[src/ldm_defs.vh]
`ifndef LDM_DEFS_VH
`define LDM_DEFS_VH
// special function register addresses
`define LDM_ADR_RUN 8'haf
`define LDM_ADR_CTRL 8'hb1
`define LDM_ADR_MODE 8'hb2
`define LDM_ADR_ON1 8'hb3
`define LDM_ADR_ON2 8'hb4
// secondary bus address
`define LDM_ADR_CUR 8'h31
// display memory window
`define LDM_MEM_BASE 16'h1000
`define LDM_MEM_LAST 16'h100d
`define LDM_SEL_BASE 4'h7
`define LDM_MEM_AW 4
// reset value of all registers
`define LDM_REG_RST 8'h00
// field positions
`define LDM_RUN_BIT 0
`define LDM_IOON_BIT 6
`define LDM_SIZE_HI 4
`define LDM_SIZE_LO 3
`define LDM_DRVSEL_BIT 2
`define LDM_REPEAT_BIT 1
`define LDM_SINK_BIT 0
`define LDM_LEDMOD_BIT 7
`define LDM_CUR_MASK 8'h0f
// matrix sizes
`define LDM_SIZE_4X5 2'h0
`define LDM_SIZE_5X6 2'h1
`define LDM_SIZE_6X7 2'h2
`define LDM_SIZE_7X8 2'h3
`define LDM_MIN_LINES 4'h5
// timing
`define LDM_CLK_MHZ 40
`define LDM_TLED_NS 1000
`define LDM_TLED_CYC ((`LDM_TLED_NS * `LDM_CLK_MHZ) / 1000)
`define LDM_STEP_US 16
`define LDM_GAP_TLED 5
`endif

[src/ldm_dot_scanner.v]
`timescale 1ns/1ps
`default_nettype none
`include "ldm_defs.vh"
module ldm_dot_scanner (
    input wire clk,
    input wire rst,
    input wire sfrWe,
    input wire [7:0] sfrAddr,
    input wire [7:0] sfrWdata,
    output reg [7:0] sfrRdata,
    input wire auxWe,
    input wire [7:0] auxAddr,
    input wire [7:0] auxWdata,
    output reg [7:0] auxRdata,
    input wire xWe,
    input wire [15:0] xAddr,
    input wire [7:0] xWdata,
    input wire frameIrqClr,
    output reg frameIrq,
    input wire [7:0] pinRouted,
    output reg [7:0] lampHigh,
    output reg [7:0] lampOe_n,
    output wire [3:0] lampCurrent,
    output wire scanBusy
);
    ////////////////////////////////////////////////////////////////////
    localparam ST_IDLE = 3'h0;
    localparam ST_LOAD = 3'h1;
    localparam ST_WAIT = 3'h2;
    localparam ST_EVAL = 3'h3;
    localparam ST_ON = 3'h4;
    localparam ST_GAP = 3'h5;
    localparam ST_DONE = 3'h6;
    localparam ST_STOP = 3'h7;

    reg [7:0] runCtl_r;
    reg [7:0] dispCtl_r;
    reg [7:0] dispMode_r;
    reg [7:0] onTime1_r;
    reg [7:0] onTime2_r;
    reg [7:0] curReg_r;
    reg [2:0] state_r;
    reg [2:0] cathode_r;
    reg [2:0] anode_r;
    reg [2:0] phase_r;
    reg [7:0] litByte_r;
    reg [7:0] selByte_r;
    reg [7:0] tledDiv_r;
    reg [3:0] stepCnt_r;
    reg [8:0] unitCnt_r;
    reg [2:0] gapCnt_r;
    reg [8:0] groupLen_r;
    reg [5:0] lampA_r;
    reg [5:0] lampB_r;
    reg litA_r;
    reg litB_r;
    wire [7:0] memRdata;
    reg [`LDM_MEM_AW-1:0] memRaddr;
    wire memHit;
    wire scanOn;
    wire tledTick;
    wire [3:0] lines;
    wire [1:0] sizeCode;

    ////////////////////////////////////////////////////////////////////
    // dot matrix mode gate
    assign scanOn = runCtl_r[`LDM_RUN_BIT] & dispCtl_r[`LDM_DRVSEL_BIT]
        & dispMode_r[`LDM_LEDMOD_BIT] & ~dispCtl_r[`LDM_SINK_BIT];
    assign sizeCode = dispCtl_r[`LDM_SIZE_HI:`LDM_SIZE_LO];
    assign lines = `LDM_MIN_LINES + {2'b00, sizeCode};
    assign scanBusy = (state_r != ST_IDLE) && (state_r != ST_DONE)
        && (state_r != ST_STOP);
    assign lampCurrent = curReg_r[3:0];
    assign memHit = (xAddr >= `LDM_MEM_BASE) && (xAddr <= `LDM_MEM_LAST);

    ////////////////////////////////////////////////////////////////////
    // display memory
    ldm_display_mem uMem (
        .clk(clk),
        .memWe(xWe & memHit),
        .memWaddr(xAddr[`LDM_MEM_AW-1:0]),
        .memWdata(xWdata),
        .memRaddr(memRaddr),
        .memRdata(memRdata)
    );

    ////////////////////////////////////////////////////////////////////
    // register file
    always @(posedge clk or posedge rst)
    begin
        if (rst)
        begin
            runCtl_r <= `LDM_REG_RST;
            dispCtl_r <= `LDM_REG_RST;
            dispMode_r <= `LDM_REG_RST;
            onTime1_r <= `LDM_REG_RST;
            onTime2_r <= `LDM_REG_RST;
            curReg_r <= `LDM_REG_RST;
        end
        else
        begin
            if (sfrWe)
            begin
                case (sfrAddr)
                    `LDM_ADR_RUN: runCtl_r <= {7'h00, sfrWdata[0]};
                    `LDM_ADR_CTRL: dispCtl_r <= {1'b0, sfrWdata[6:0]};
                    `LDM_ADR_MODE: dispMode_r <= sfrWdata;
                    `LDM_ADR_ON1: onTime1_r <= sfrWdata;
                    `LDM_ADR_ON2: onTime2_r <= sfrWdata;
                    default: runCtl_r <= runCtl_r;
                endcase
            end
            if (auxWe && auxAddr == `LDM_ADR_CUR)
            begin
                curReg_r <= auxWdata & `LDM_CUR_MASK;
            end
        end
    end

    always @*
    begin
        case (sfrAddr)
            `LDM_ADR_RUN: sfrRdata = runCtl_r;
            `LDM_ADR_CTRL: sfrRdata = dispCtl_r;
            `LDM_ADR_MODE: sfrRdata = dispMode_r;
            `LDM_ADR_ON1: sfrRdata = onTime1_r;
            `LDM_ADR_ON2: sfrRdata = onTime2_r;
            default: sfrRdata = 8'h00;
        endcase
        auxRdata = (auxAddr == `LDM_ADR_CUR) ? curReg_r : 8'h00;
    end

    ////////////////////////////////////////////////////////////////////
    // 1us lamp clock enable
    assign tledTick = (tledDiv_r == (`LDM_TLED_CYC - 1));
    always @(posedge clk or posedge rst)
    begin
        if (rst)
        begin
            tledDiv_r <= 8'h00;
        end
        // restart at group start so on-times are exact
        else if (!scanOn || tledTick || state_r == ST_EVAL)
        begin
            tledDiv_r <= 8'h00;
        end
        else
        begin
            tledDiv_r <= tledDiv_r + 8'h01;
        end
    end

    ////////////////////////////////////////////////////////////////////
    // select byte read after each lit byte
    always @*
    begin
        memRaddr = {1'b0, phase_r[2] ? lampB_r[5:3] : lampA_r[5:3]};
        if (phase_r[0] || phase_r == 3'h6)
        begin
            memRaddr = memRaddr + `LDM_SEL_BASE;
        end
    end

    ////////////////////////////////////////////////////////////////////
    // group: cathode line c, anode line a, pair lamps a*7+c / c*7+a-1
    wire [5:0] addrA;
    wire [5:0] addrB;
    assign addrA = {3'h0, anode_r} * 6'h07 + {3'h0, cathode_r}
        - ((cathode_r > anode_r) ? 6'h01 : 6'h00);
    assign addrB = {3'h0, cathode_r} * 6'h07 + {3'h0, anode_r}
        - ((anode_r > cathode_r) ? 6'h01 : 6'h00);

    wire selA;
    wire selB;
    assign selA = selByte_r[lampA_r[2:0]];
    assign selB = memRdata[lampB_r[2:0]];
    wire [7:0] tA;
    wire [7:0] tB;
    assign tA = selA ? onTime2_r : onTime1_r;
    assign tB = selB ? onTime2_r : onTime1_r;

    always @(posedge clk or posedge rst)
    begin
        if (rst)
        begin
            state_r <= ST_IDLE;
            cathode_r <= 3'h0;
            anode_r <= 3'h1;
            phase_r <= 3'h0;
            litByte_r <= 8'h00;
            selByte_r <= 8'h00;
            stepCnt_r <= 4'h0;
            unitCnt_r <= 9'h000;
            gapCnt_r <= 3'h0;
            groupLen_r <= 9'h000;
            lampA_r <= 6'h00;
            lampB_r <= 6'h00;
            litA_r <= 1'b0;
            litB_r <= 1'b0;
            frameIrq <= 1'b0;
        end
        else
        begin
            // sticky flag, set wins over clear
            if (frameIrqClr)
            begin
                frameIrq <= 1'b0;
            end
            if (!scanOn)
            begin
                state_r <= ST_IDLE;
                cathode_r <= 3'h0;
                anode_r <= 3'h1;
                phase_r <= 3'h0;
                stepCnt_r <= 4'h0;
                unitCnt_r <= 9'h000;
                gapCnt_r <= 3'h0;
                litA_r <= 1'b0;
                litB_r <= 1'b0;
            end
            else
            begin
                case (state_r)
                    ST_IDLE:
                    begin
                        cathode_r <= 3'h0;
                        anode_r <= 3'h1;
                        phase_r <= 3'h0;
                        lampA_r <= 6'h01 * 6'h07;
                        lampB_r <= 6'h00;
                        state_r <= ST_LOAD;
                    end
                    ST_LOAD:
                    begin
                        lampA_r <= addrA;
                        lampB_r <= addrB;
                        phase_r <= 3'h0;
                        state_r <= ST_WAIT;
                    end
                    ST_WAIT:
                    begin
                        // reads: A lit, A sel, B lit, B sel
                        phase_r <= phase_r + 3'h1;
                        if (phase_r == 3'h1)
                        begin
                            litByte_r <= memRdata;
                        end
                        if (phase_r == 3'h2)
                        begin
                            selByte_r <= memRdata;
                        end
                        if (phase_r == 3'h5)
                        begin
                            litByte_r <= memRdata;
                            litA_r <= litByte_r[lampA_r[2:0]];
                        end
                        if (phase_r == 3'h6)
                        begin
                            litB_r <= litByte_r[lampB_r[2:0]];
                            state_r <= ST_EVAL;
                        end
                    end
                    ST_EVAL:
                    begin
                        if (litA_r && litB_r)
                        begin
                            groupLen_r <= (tA > tB) ? {1'b0, tA} : {1'b0, tB};
                        end
                        else
                        begin
                            groupLen_r <= litA_r ? {1'b0, tA} : {1'b0, tB};
                        end
                        stepCnt_r <= 4'h0;
                        unitCnt_r <= 9'h000;
                        state_r <= (litA_r || litB_r) ? ST_ON : ST_GAP;
                        gapCnt_r <= 3'h0;
                    end
                    ST_ON:
                    begin
                        if (tledTick)
                        begin
                            stepCnt_r <= stepCnt_r + 4'h1;
                            if (stepCnt_r == (`LDM_STEP_US - 1))
                            begin
                                unitCnt_r <= unitCnt_r + 9'h001;
                                if (unitCnt_r == groupLen_r)
                                begin
                                    state_r <= ST_GAP;
                                end
                            end
                        end
                    end
                    ST_GAP:
                    begin
                        // five lamp clocks per lit group
                        if (!(litA_r || litB_r) ||
                            (tledTick && gapCnt_r == (`LDM_GAP_TLED - 1)))
                        begin
                            litA_r <= 1'b0;
                            litB_r <= 1'b0;
                            state_r <= ST_LOAD;
                            if (anode_r == lines - 3'h1)
                            begin
                                anode_r <= 3'h0;
                                if (cathode_r == lines - 3'h2)
                                begin
                                    state_r <= ST_DONE;
                                end
                                else
                                begin
                                    cathode_r <= cathode_r + 3'h1;
                                    anode_r <= cathode_r + 3'h2;
                                end
                            end
                            else
                            begin
                                anode_r <= anode_r + 3'h1;
                            end
                        end
                        else if (tledTick)
                        begin
                            gapCnt_r <= gapCnt_r + 3'h1;
                        end
                    end
                    ST_DONE:
                    begin
                        if (dispCtl_r[`LDM_REPEAT_BIT])
                        begin
                            state_r <= ST_IDLE;
                        end
                        if (!dispCtl_r[`LDM_REPEAT_BIT])
                        begin
                            frameIrq <= 1'b1;
                            state_r <= ST_STOP;
                        end
                    end
                    ST_STOP:
                    begin
                        state_r <= ST_STOP;
                    end
                    default: state_r <= ST_IDLE;
                endcase
            end
        end
    end

    ////////////////////////////////////////////////////////////////////
    // drive only lit lamps; only lines of the size
    integer i;
    always @(posedge clk or posedge rst)
    begin
        if (rst)
        begin
            lampHigh <= 8'h00;
            lampOe_n <= 8'hff;
        end
        else
        begin
            lampHigh <= 8'h00;
            lampOe_n <= 8'hff;
            for (i = 0; i < 8; i = i + 1)
            begin
                if (state_r == ST_ON && dispCtl_r[`LDM_IOON_BIT]
                    && pinRouted[i] && i < lines)
                begin
                    if (i == cathode_r && litA_r)
                    begin
                        lampOe_n[i] <= 1'b0;
                    end
                    if (i == anode_r && litA_r)
                    begin
                        lampOe_n[i] <= 1'b0;
                        lampHigh[i] <= 1'b1;
                    end
                    if (i == anode_r && litB_r)
                    begin
                        lampOe_n[i] <= 1'b0;
                    end
                    if (i == cathode_r && litB_r)
                    begin
                        lampOe_n[i] <= 1'b0;
                        lampHigh[i] <= 1'b1;
                    end
                end
            end
        end
    end
endmodule // ldm_dot_scanner
`default_nettype wire

[src/ldm_display_mem.v]
`timescale 1ns/1ps
`default_nettype none
`include "ldm_defs.vh"
module ldm_display_mem (
    input wire clk,
    input wire memWe,
    input wire [`LDM_MEM_AW-1:0] memWaddr,
    input wire [7:0] memWdata,
    input wire [`LDM_MEM_AW-1:0] memRaddr,
    output reg [7:0] memRdata
);
    reg [7:0] store [0:13];
    always @(posedge clk)
    begin
        if (memWe)
        begin
            store[memWaddr] <= memWdata;
        end
        memRdata <= store[memRaddr];
    end
endmodule // ldm_display_mem
`default_nettype wire

[config.mk]
export PLATFORM = sky130hd
export DESIGN_NAME = ldm_dot_scanner
export DESIGN_NICKNAME = d
export VERILOG_FILES = /design/src/ldm_dot_scanner.v /design/src/ldm_display_mem.v
export VERILOG_INCLUDE_DIRS = /design/src /design/src/src
export SDC_FILE = /design/constraint.sdc
export NUM_CORES = 1
export LEC_CHECK = 0
export ABC_AREA = 1
export BUFFER_PORTS_ARGS = -buffer_cell sky130_fd_sc_hd__buf_2
export CAP_MARGIN = 20
export CELL_PAD_IN_SITES_DETAIL_PLACEMENT = 1
export CELL_PAD_IN_SITES_GLOBAL_PLACEMENT = 2
export CORE_MARGIN = 1
export CORE_UTILIZATION = 35
export CTS_CLUSTER_DIAMETER = 60
export DETAILED_ROUTE_END_ITERATION = 6
export GPL_TIMING_DRIVEN = 0
export PLACE_DENSITY_LB_ADDON = 0.1
export SYNTH_ARGS = -nofsm -noshare
export SYNTH_HDL_FRONTEND = slang
export SYNTH_HIERARCHICAL = 1
export SYNTH_SLANG_ARGS = --single-unit
[constraint.sdc]
create_clock -name clk -period 5.7 [get_ports clk]
set_clock_uncertainty 0.2 [all_clocks]
set_input_delay 0.855 -clock clk [delete_from_list [all_inputs] [get_ports clk]]
set_output_delay 0.855 -clock clk [all_outputs]
set_load 0.02 [all_outputs]
== After elaboration in Yosys (flattened, before gate mapping) ==
Memories as Yosys holds them, arrays and structs flattened. A register that Yosys moved wholly into a read port is not among the register bits.
Cells that the tools add are included.

* $add $sub $neg: 16
* $mul: 2
* $lt $le $gt $ge: 15
* Equal/unequal tests: 54
* Multiplexer cells: 135
* Bitwise operators: 5
* Reduce and logical (&&, ||, !) cells: 86

{| class="wikitable"
|+ Operator list
! cell !! number
|-
| $mux 1 || 82
|-
| $mux 3 || 22
|-
| $mux 8 || 8
|-
| $logic_and 1x1->1 || 55
|-
| $eq 8x8->1 const B || 5
|-
| $pmux 8 s5 || 1
|-
| $ne 3x3->1 const B || 12
|-
| $mux 9 || 3
|-
| $eq 3x3->1 const A || 8
|-
| $pmux 3 s2 || 4
|-
| $pmux 3 s8 || 1
|-
| $pmux 6 s2 || 2
|-
| $eq 3x3->1 const B || 7
|-
| $pmux 9 s2 || 1
|-
| $reduce_and 2->1 || 9
|-
| $reduce_and 3->1 || 6
|-
| $eq 8x6->1 const B || 2
|-
| $ge 16x13->1 const B || 1
|-
| $le 16x13->1 const B || 1
|-
| $lt 3x4->1 const A || 4
|-
| $mux 4 || 4
|-
| $add 3x1->3 const B || 4
|-
| $add 6x3->6 || 2
|-
| $bmux 1 s3 || 4
|-
| other kinds (36) || 65
|}

* Register bits: 128
* Bits in writable memories: 112
* Output and inout port bits: 38
* Logic and storage cells: 338
* Memories: 1

{| class="wikitable"
|+ Memories
! name !! depth !! bits a word !! rd ports !! clocked after Yosys merged registers in !! wr ports !! RTL line !! text
|-
| uMem.store || 14 || 8 || 1 || 1 || 1 || ldm_display_mem.v:12 || <nowiki>reg [7:0] store [0:13];</nowiki>
|}

== Logic depth before layout (Yosys ltp) ==
* Depth in word-level cells: 8
* Mapped depth: 22
* Depth with buffers taken out: 22

== Hierarchy ==
The synthesis kept the hierarchy.

{| class="wikitable"
|+ By module, submodules not included
! module !! instances !! cells an instance !! area each (µm²) !! seq. area each (µm²)
|-
| ldm_dot_scanner || 1 || 1,065 || 8,289.2 || 3,189.3
|-
| ldm_display_mem || 1 || 455 || 4,983.5 || 3,523.4
|}

== Worst setup path after synthesis ==
OpenSTA, ideal clock, no wires.

* Path kind: register to register
* Start point: register anode_r[0]
* End point: register lampB_r[5]
* Setup time: 0.131 ns
* Arrival time: 3.516 ns
* Data required time: 5.369 ns
* Slack: 1.854 ns
* Cell stages (with the launch flop): 20
* Buffers on the path: 1
* Period minus slack after synthesis: 3.846 ns
* Cells stage by stage: dfstp_2 -> clkbuf_2 -> inv_1 -> ha_1 -> inv_1 -> a31oi_1 -> nand2_1 -> inv_1 -> a31oi_1 -> inv_1 -> fa_1 -> inv_1 -> fa_1 -> inv_1 -> ha_1 -> fa_1 -> nand3_1 -> nand2_1 -> xor2_1 -> o22ai_1

* Cells in the longest elaborated chain, start to end: 4

{| class="wikitable"
|+ Ends and longest elaborated chain
! item !! RTL line !! text
|-
| start, declared || ldm_dot_scanner.v:44 || <nowiki>reg [2:0] anode_r;</nowiki>
|-
| start signal, assigned || ldm_dot_scanner.v:312 || <nowiki>anode_r <= cathode_r + 3'h2;</nowiki>
|-
| start signal, assigned || ldm_dot_scanner.v:317 || <nowiki>anode_r <= anode_r + 3'h1;</nowiki>
|-
| branches (longest 2 deep; another with $add 6x3->6) || -- ||
|-
| $sub 6x1->6 * || ldm_dot_scanner.v:171 || <nowiki>- ((anode_r > cathode_r) ? 6'h01 : 6'h00);</nowiki>
|-
| $pmux 6 s2 * || ldm_dot_scanner.v:223 || <nowiki>case (state_r)</nowiki>
|-
| end signal, assigned || ldm_dot_scanner.v:236 || <nowiki>lampB_r <= addrB;</nowiki>
|-
| end, declared || ldm_dot_scanner.v:54 || <nowiki>reg [5:0] lampB_r;</nowiki>
|}

Mark *: on every way between the ends.
A chain may end at the register's enable or synchronous reset.

== Final worst setup path ==
* Start point: register cathode_r[1]
* End point: register lampB_r[5]

* Cells in the longest elaborated chain, start to end: 4

{| class="wikitable"
|+ Ends and longest elaborated chain
! item !! RTL line !! text
|-
| start, declared || ldm_dot_scanner.v:43 || <nowiki>reg [2:0] cathode_r;</nowiki>
|-
| start signal, assigned || ldm_dot_scanner.v:311 || <nowiki>cathode_r <= cathode_r + 3'h1;</nowiki>
|-
| $mul 3x3->6 / $gt 3x3->1 (equally long branches) || ldm_dot_scanner.v:170, ldm_dot_scanner.v:171 ||
|-
| $add 6x3->6 / $mux 1 (equally long branches) || ldm_dot_scanner.v:170, ldm_dot_scanner.v:171 ||
|-
| $sub 6x1->6 * || ldm_dot_scanner.v:171 ||
|-
| $pmux 6 s2 * || ldm_dot_scanner.v:223 ||
|}

Mark *: on every way between the ends. The rest lies on a longest branch, timed or not.

==> results.md <==
* Outcome: finished, final reports clean
* Average cell area after synthesis at 8.732 µm²
* CP Cell Sequence: inv_1, ha_1, a31oi_1, nand2_1, inv_1, a31oi_1, inv_1, fa_1, inv_1, fa_1, inv_1, ha_1, fa_1, nand3_1, nand2_1, xor2_1, o22ai_1
* Vias at 10520
* Nets at 1803
* Vias/cell at 4.803
* Post-DRT Antenna Nets at 0
* Worst Setup Path Type: reg2reg
* DP HPWL at 28100 µm
* RSZ-0062 raised after global routing: no
* Critical path origin: cathode_r[1]$_DFFE_PP0P_
* Rows at 70
* Worst Path Arrival at 4.63 ns
* Clock buffer depth at 3
* Dominant cell type by area after synthesis: edfxtp_1
* R2R cell count at 17
* Die area at 0.03870 mm²
* Top post-synthesis cells by area: edfxtp_1 25%, dfrtp_1 22%, nand2_1 12%
* Pre-antenna DRT Iters at 4
* GRT Total Usage at 0.2055
* P_leak at 7.071 nW
* Number of global-route vias before repair at 11230
* Yosys top cell area share at 0.2534
* Cell Area, Synth at 0.01327 mm²
* Layout cells sized above 1 at 0.1512
* Main synth FF type: dfrtp_1
* Critical-path maximum fanout at 10
* Final Max Slew Viols at 0
* Global route total overflow at 0
* Register area share after synthesis at 0.5058
* Max-cap violations at 0
* Slack of the worst reg-to-reg path at 1.24 ns
* Min Clock Period, post-route at 4.459 ns
* Crit end category: flop
* Root Buffer: clkbuf_16
* Worst-Margin Slew at 1.098 ns
* Final setup vio count at 0
* Worst r2r src: cathode_r[1]$_DFFE_PP0P_
* Req. time, crit path at 5.87 ns
* Most frequent CP cell: inv_1
* TritonCTS clock tree: built
* Yosys warns at 6
* Synthesis-stage register bit count at 247
* Drt total wl at 38020 µm
* EDFF count, synth at 112
* Slowest stage delay, CP at 0.59 ns
* H-tree Lvls at 2
* Starting Density at 0.3591
* Core Box Area at 0.03696 mm²
* Skew-Pair Late Insertion Delay at 0.51 ns
* Slowest-stage cell, CP: dfrtp_1
* Post-CTS Setup Inserts at 0
* Num ports at 108
* R2r endpoint: lampB_r[5]$_DFFE_PP0P_
* First-pass GRT wire length at 61840 µm
* Setup TNS at 0 ns
* Pwr/cell area at 270.3 mW/mm²
* Num CTS Buffers at 34
* Tcrit/Tclk final at 0.7823
* Async SR Flop Fraction at 0.5142
* Clock transition at the registers of the reported paths at 0.05 ns
* Final Hold Fails at 0
* PortBufs at 99
* RePlAce Congestion at 0.7708
* CTS sink count at 247
* Hold_buf cts at 0
* Max VDD drop at 0.0002194 V
* Post-cts sizing count at 0
* Synth cell types at 61
* Tightest Hold Check Type: in2async
* Diodes inserted at 0
* Die Y at 196.7 µm
* Synthesis-to-layout area growth at 17.41%
* DRC viols at 0
* Slew HR at 0.2627
* Pin count of the biggest net entering global routing at 74
* Fmax achieved at 0.2243 GHz
* Initial antenna violation count at 0
* Drt first-iter violations at 406
* Avg WL per Cell at 17.36 µm
* Syn Inst Count at 1520
* Core Util, Final at 0.4216
* Startpoint type of the worst setup path: flop
* Smallest hold slack at 0.1898 ns
* Die W at 196.7 µm
==> where the power goes <==
group | leakage (nW) | total, W | switching (W) | internal (W)
registers | 2.65 | 0.00190 | 0.0000130 | 0.00189
clock network | 0.521 | 0.00209 | 0.000803 | 0.00129
logic | 3.90 | 0.000222 | 0.000154 | 0.0000676
==> cell usage after synthesis, types with 7 or more instances <==
cell / instances
nand2_1: 412
inv_1: 211
nand3_1: 142
dfrtp_1: 118
edfxtp_1: 112
o21ai_0: 87
nor2_1: 74
a21oi_1: 61
ha_1: 61
o21ai_1: 23
nor3_1: 15
buf_4: 14
buf_2: 12
fa_1: 10
o22ai_1: 10
xnor2_1: 10
xor2_1: 10
dfstp_2: 9
inv_2: 9
nand4_1: 9
o21ai_2: 9
clkbuf_1: 8
dfxtp_1: 8
buf_6: 7
==> layout by cell type, fill, tap and decap left out, drive strengths merged, types with 5 or more instances in the layout <==
master    synthesis  layout
dfrtp           118     118
ha               61      61
fa               10      10
dfxtp             8       8
nor3b             6       6
dfstp             9       9
o21ai           119     119
clkbuf            9      54
clkinvlp          0       6
clkinv            2       9
edfxtp          112     112
xnor2            10      10
nand4            10      10
nor4              6       6
o22ai            10      10
nand3           150     150
o211ai            5       5
a21oi            62      62
buf              33     134
nand2           418     418
inv             223     224
xor2             10      10
nor3             15      15
nor2             84      84
==> critical path, delay by kind of cell (launching register included) <==
kind,cells,cell delay (ns)
fa+ha+maj,5,2.02
buf+inv,5,0.60
flops,1,0.59
compound gates,3,0.42
simple gates,3,0.29
xor+xnor,1,0.20
==> per-stage QoR <==
| step | area [µm²] | instances | setup WS [ns] | power [W] |
|---|---|---|---|---|
| 6_report | 15580 | 2190 | 1.241 | 0.004212 |
| 5_1_grt | 15580 | 2190 | 0.9142 | 0.004370 |
| 4_1_cts | 15560 | 2187 | 1.267 | 0.004286 |
| 3_5_place_dp | 14460 | 2127 | 1.298 | 0.002160 |
| 3_3_place_gp | 14410 | 2126 | -0.6818 | 0.002152 |
| 2_1_floorplan | 13280 | 1523 | 1.276 | 0.002059 |
==> worst max-delay path by stage <==
stage	depth (start not counted)	slack (ns)	endpoint
2_1_floorplan	1	1.28	anode_r[1]$_DFFE_PP0P_
3_3_place_gp	2	-0.68	phase_r[0]$_DFFE_PP0P_
3_5_place_dp	17	1.30	lampB_r[5]$_DFFE_PP0P_
4_1_cts	17	1.27	lampB_r[5]$_DFFE_PP0P_
5_1_grt	17	0.91	lampB_r[5]$_DFFE_PP0P_
6_report	17	1.24	lampB_r[5]$_DFFE_PP0P_
==> per-layer routing <==
metal | GRT usage | routed length (µm)
met5 | 0 | 0
met2 | 0.3743 | 19230
met4 | 0.05398 | 787
met3 | 0.02584 | 913
met1 | 0.2547 | 17080
==> logic make-up (layout without fill, tap and decap cells) <==
group | after synthesis | in the layout | synth area share
fa+ha+maj | 71 | 71 | 0.07259
mux | 2 | 2 | 0.001508
compound gates | 213 | 213 | 0.08937
xor+xnor | 20 | 20 | 0.01320
simple gates | 699 | 699 | 0.2319
other cells | 1 | 4 | 0.0002825
flops | 247 | 247 | 0.5058
buf+inv | 267 | 430 | 0.08541
==> cell type report <==
type,instances,area (µm²)
inverter,225,859.6
multi-input combinational,1009,5458
sequential,247,6713
clock inverter,17,175.2
fill,4423,21380
timing repair buffer,103,543.0
buffer,42,279.0
clock buffer,43,925.9
tap,504,630.6
==> registers in the layout, indices dropped and copies added (netlist names), 6 cells and up <==
register	flops
lampB_r	6
uMem/memRdata	8
unitCnt_r	9
selByte_r	8
onTime2_r	8
lampOe_n	8
dispMode_r	8
dispCtl_r	7
uMem/store	112
onTime1_r	8
groupLen_r	8
tledDiv_r	8
lampHigh	8
lampA_r	6
litByte_r	8
(Power assumes the default switching activity.)
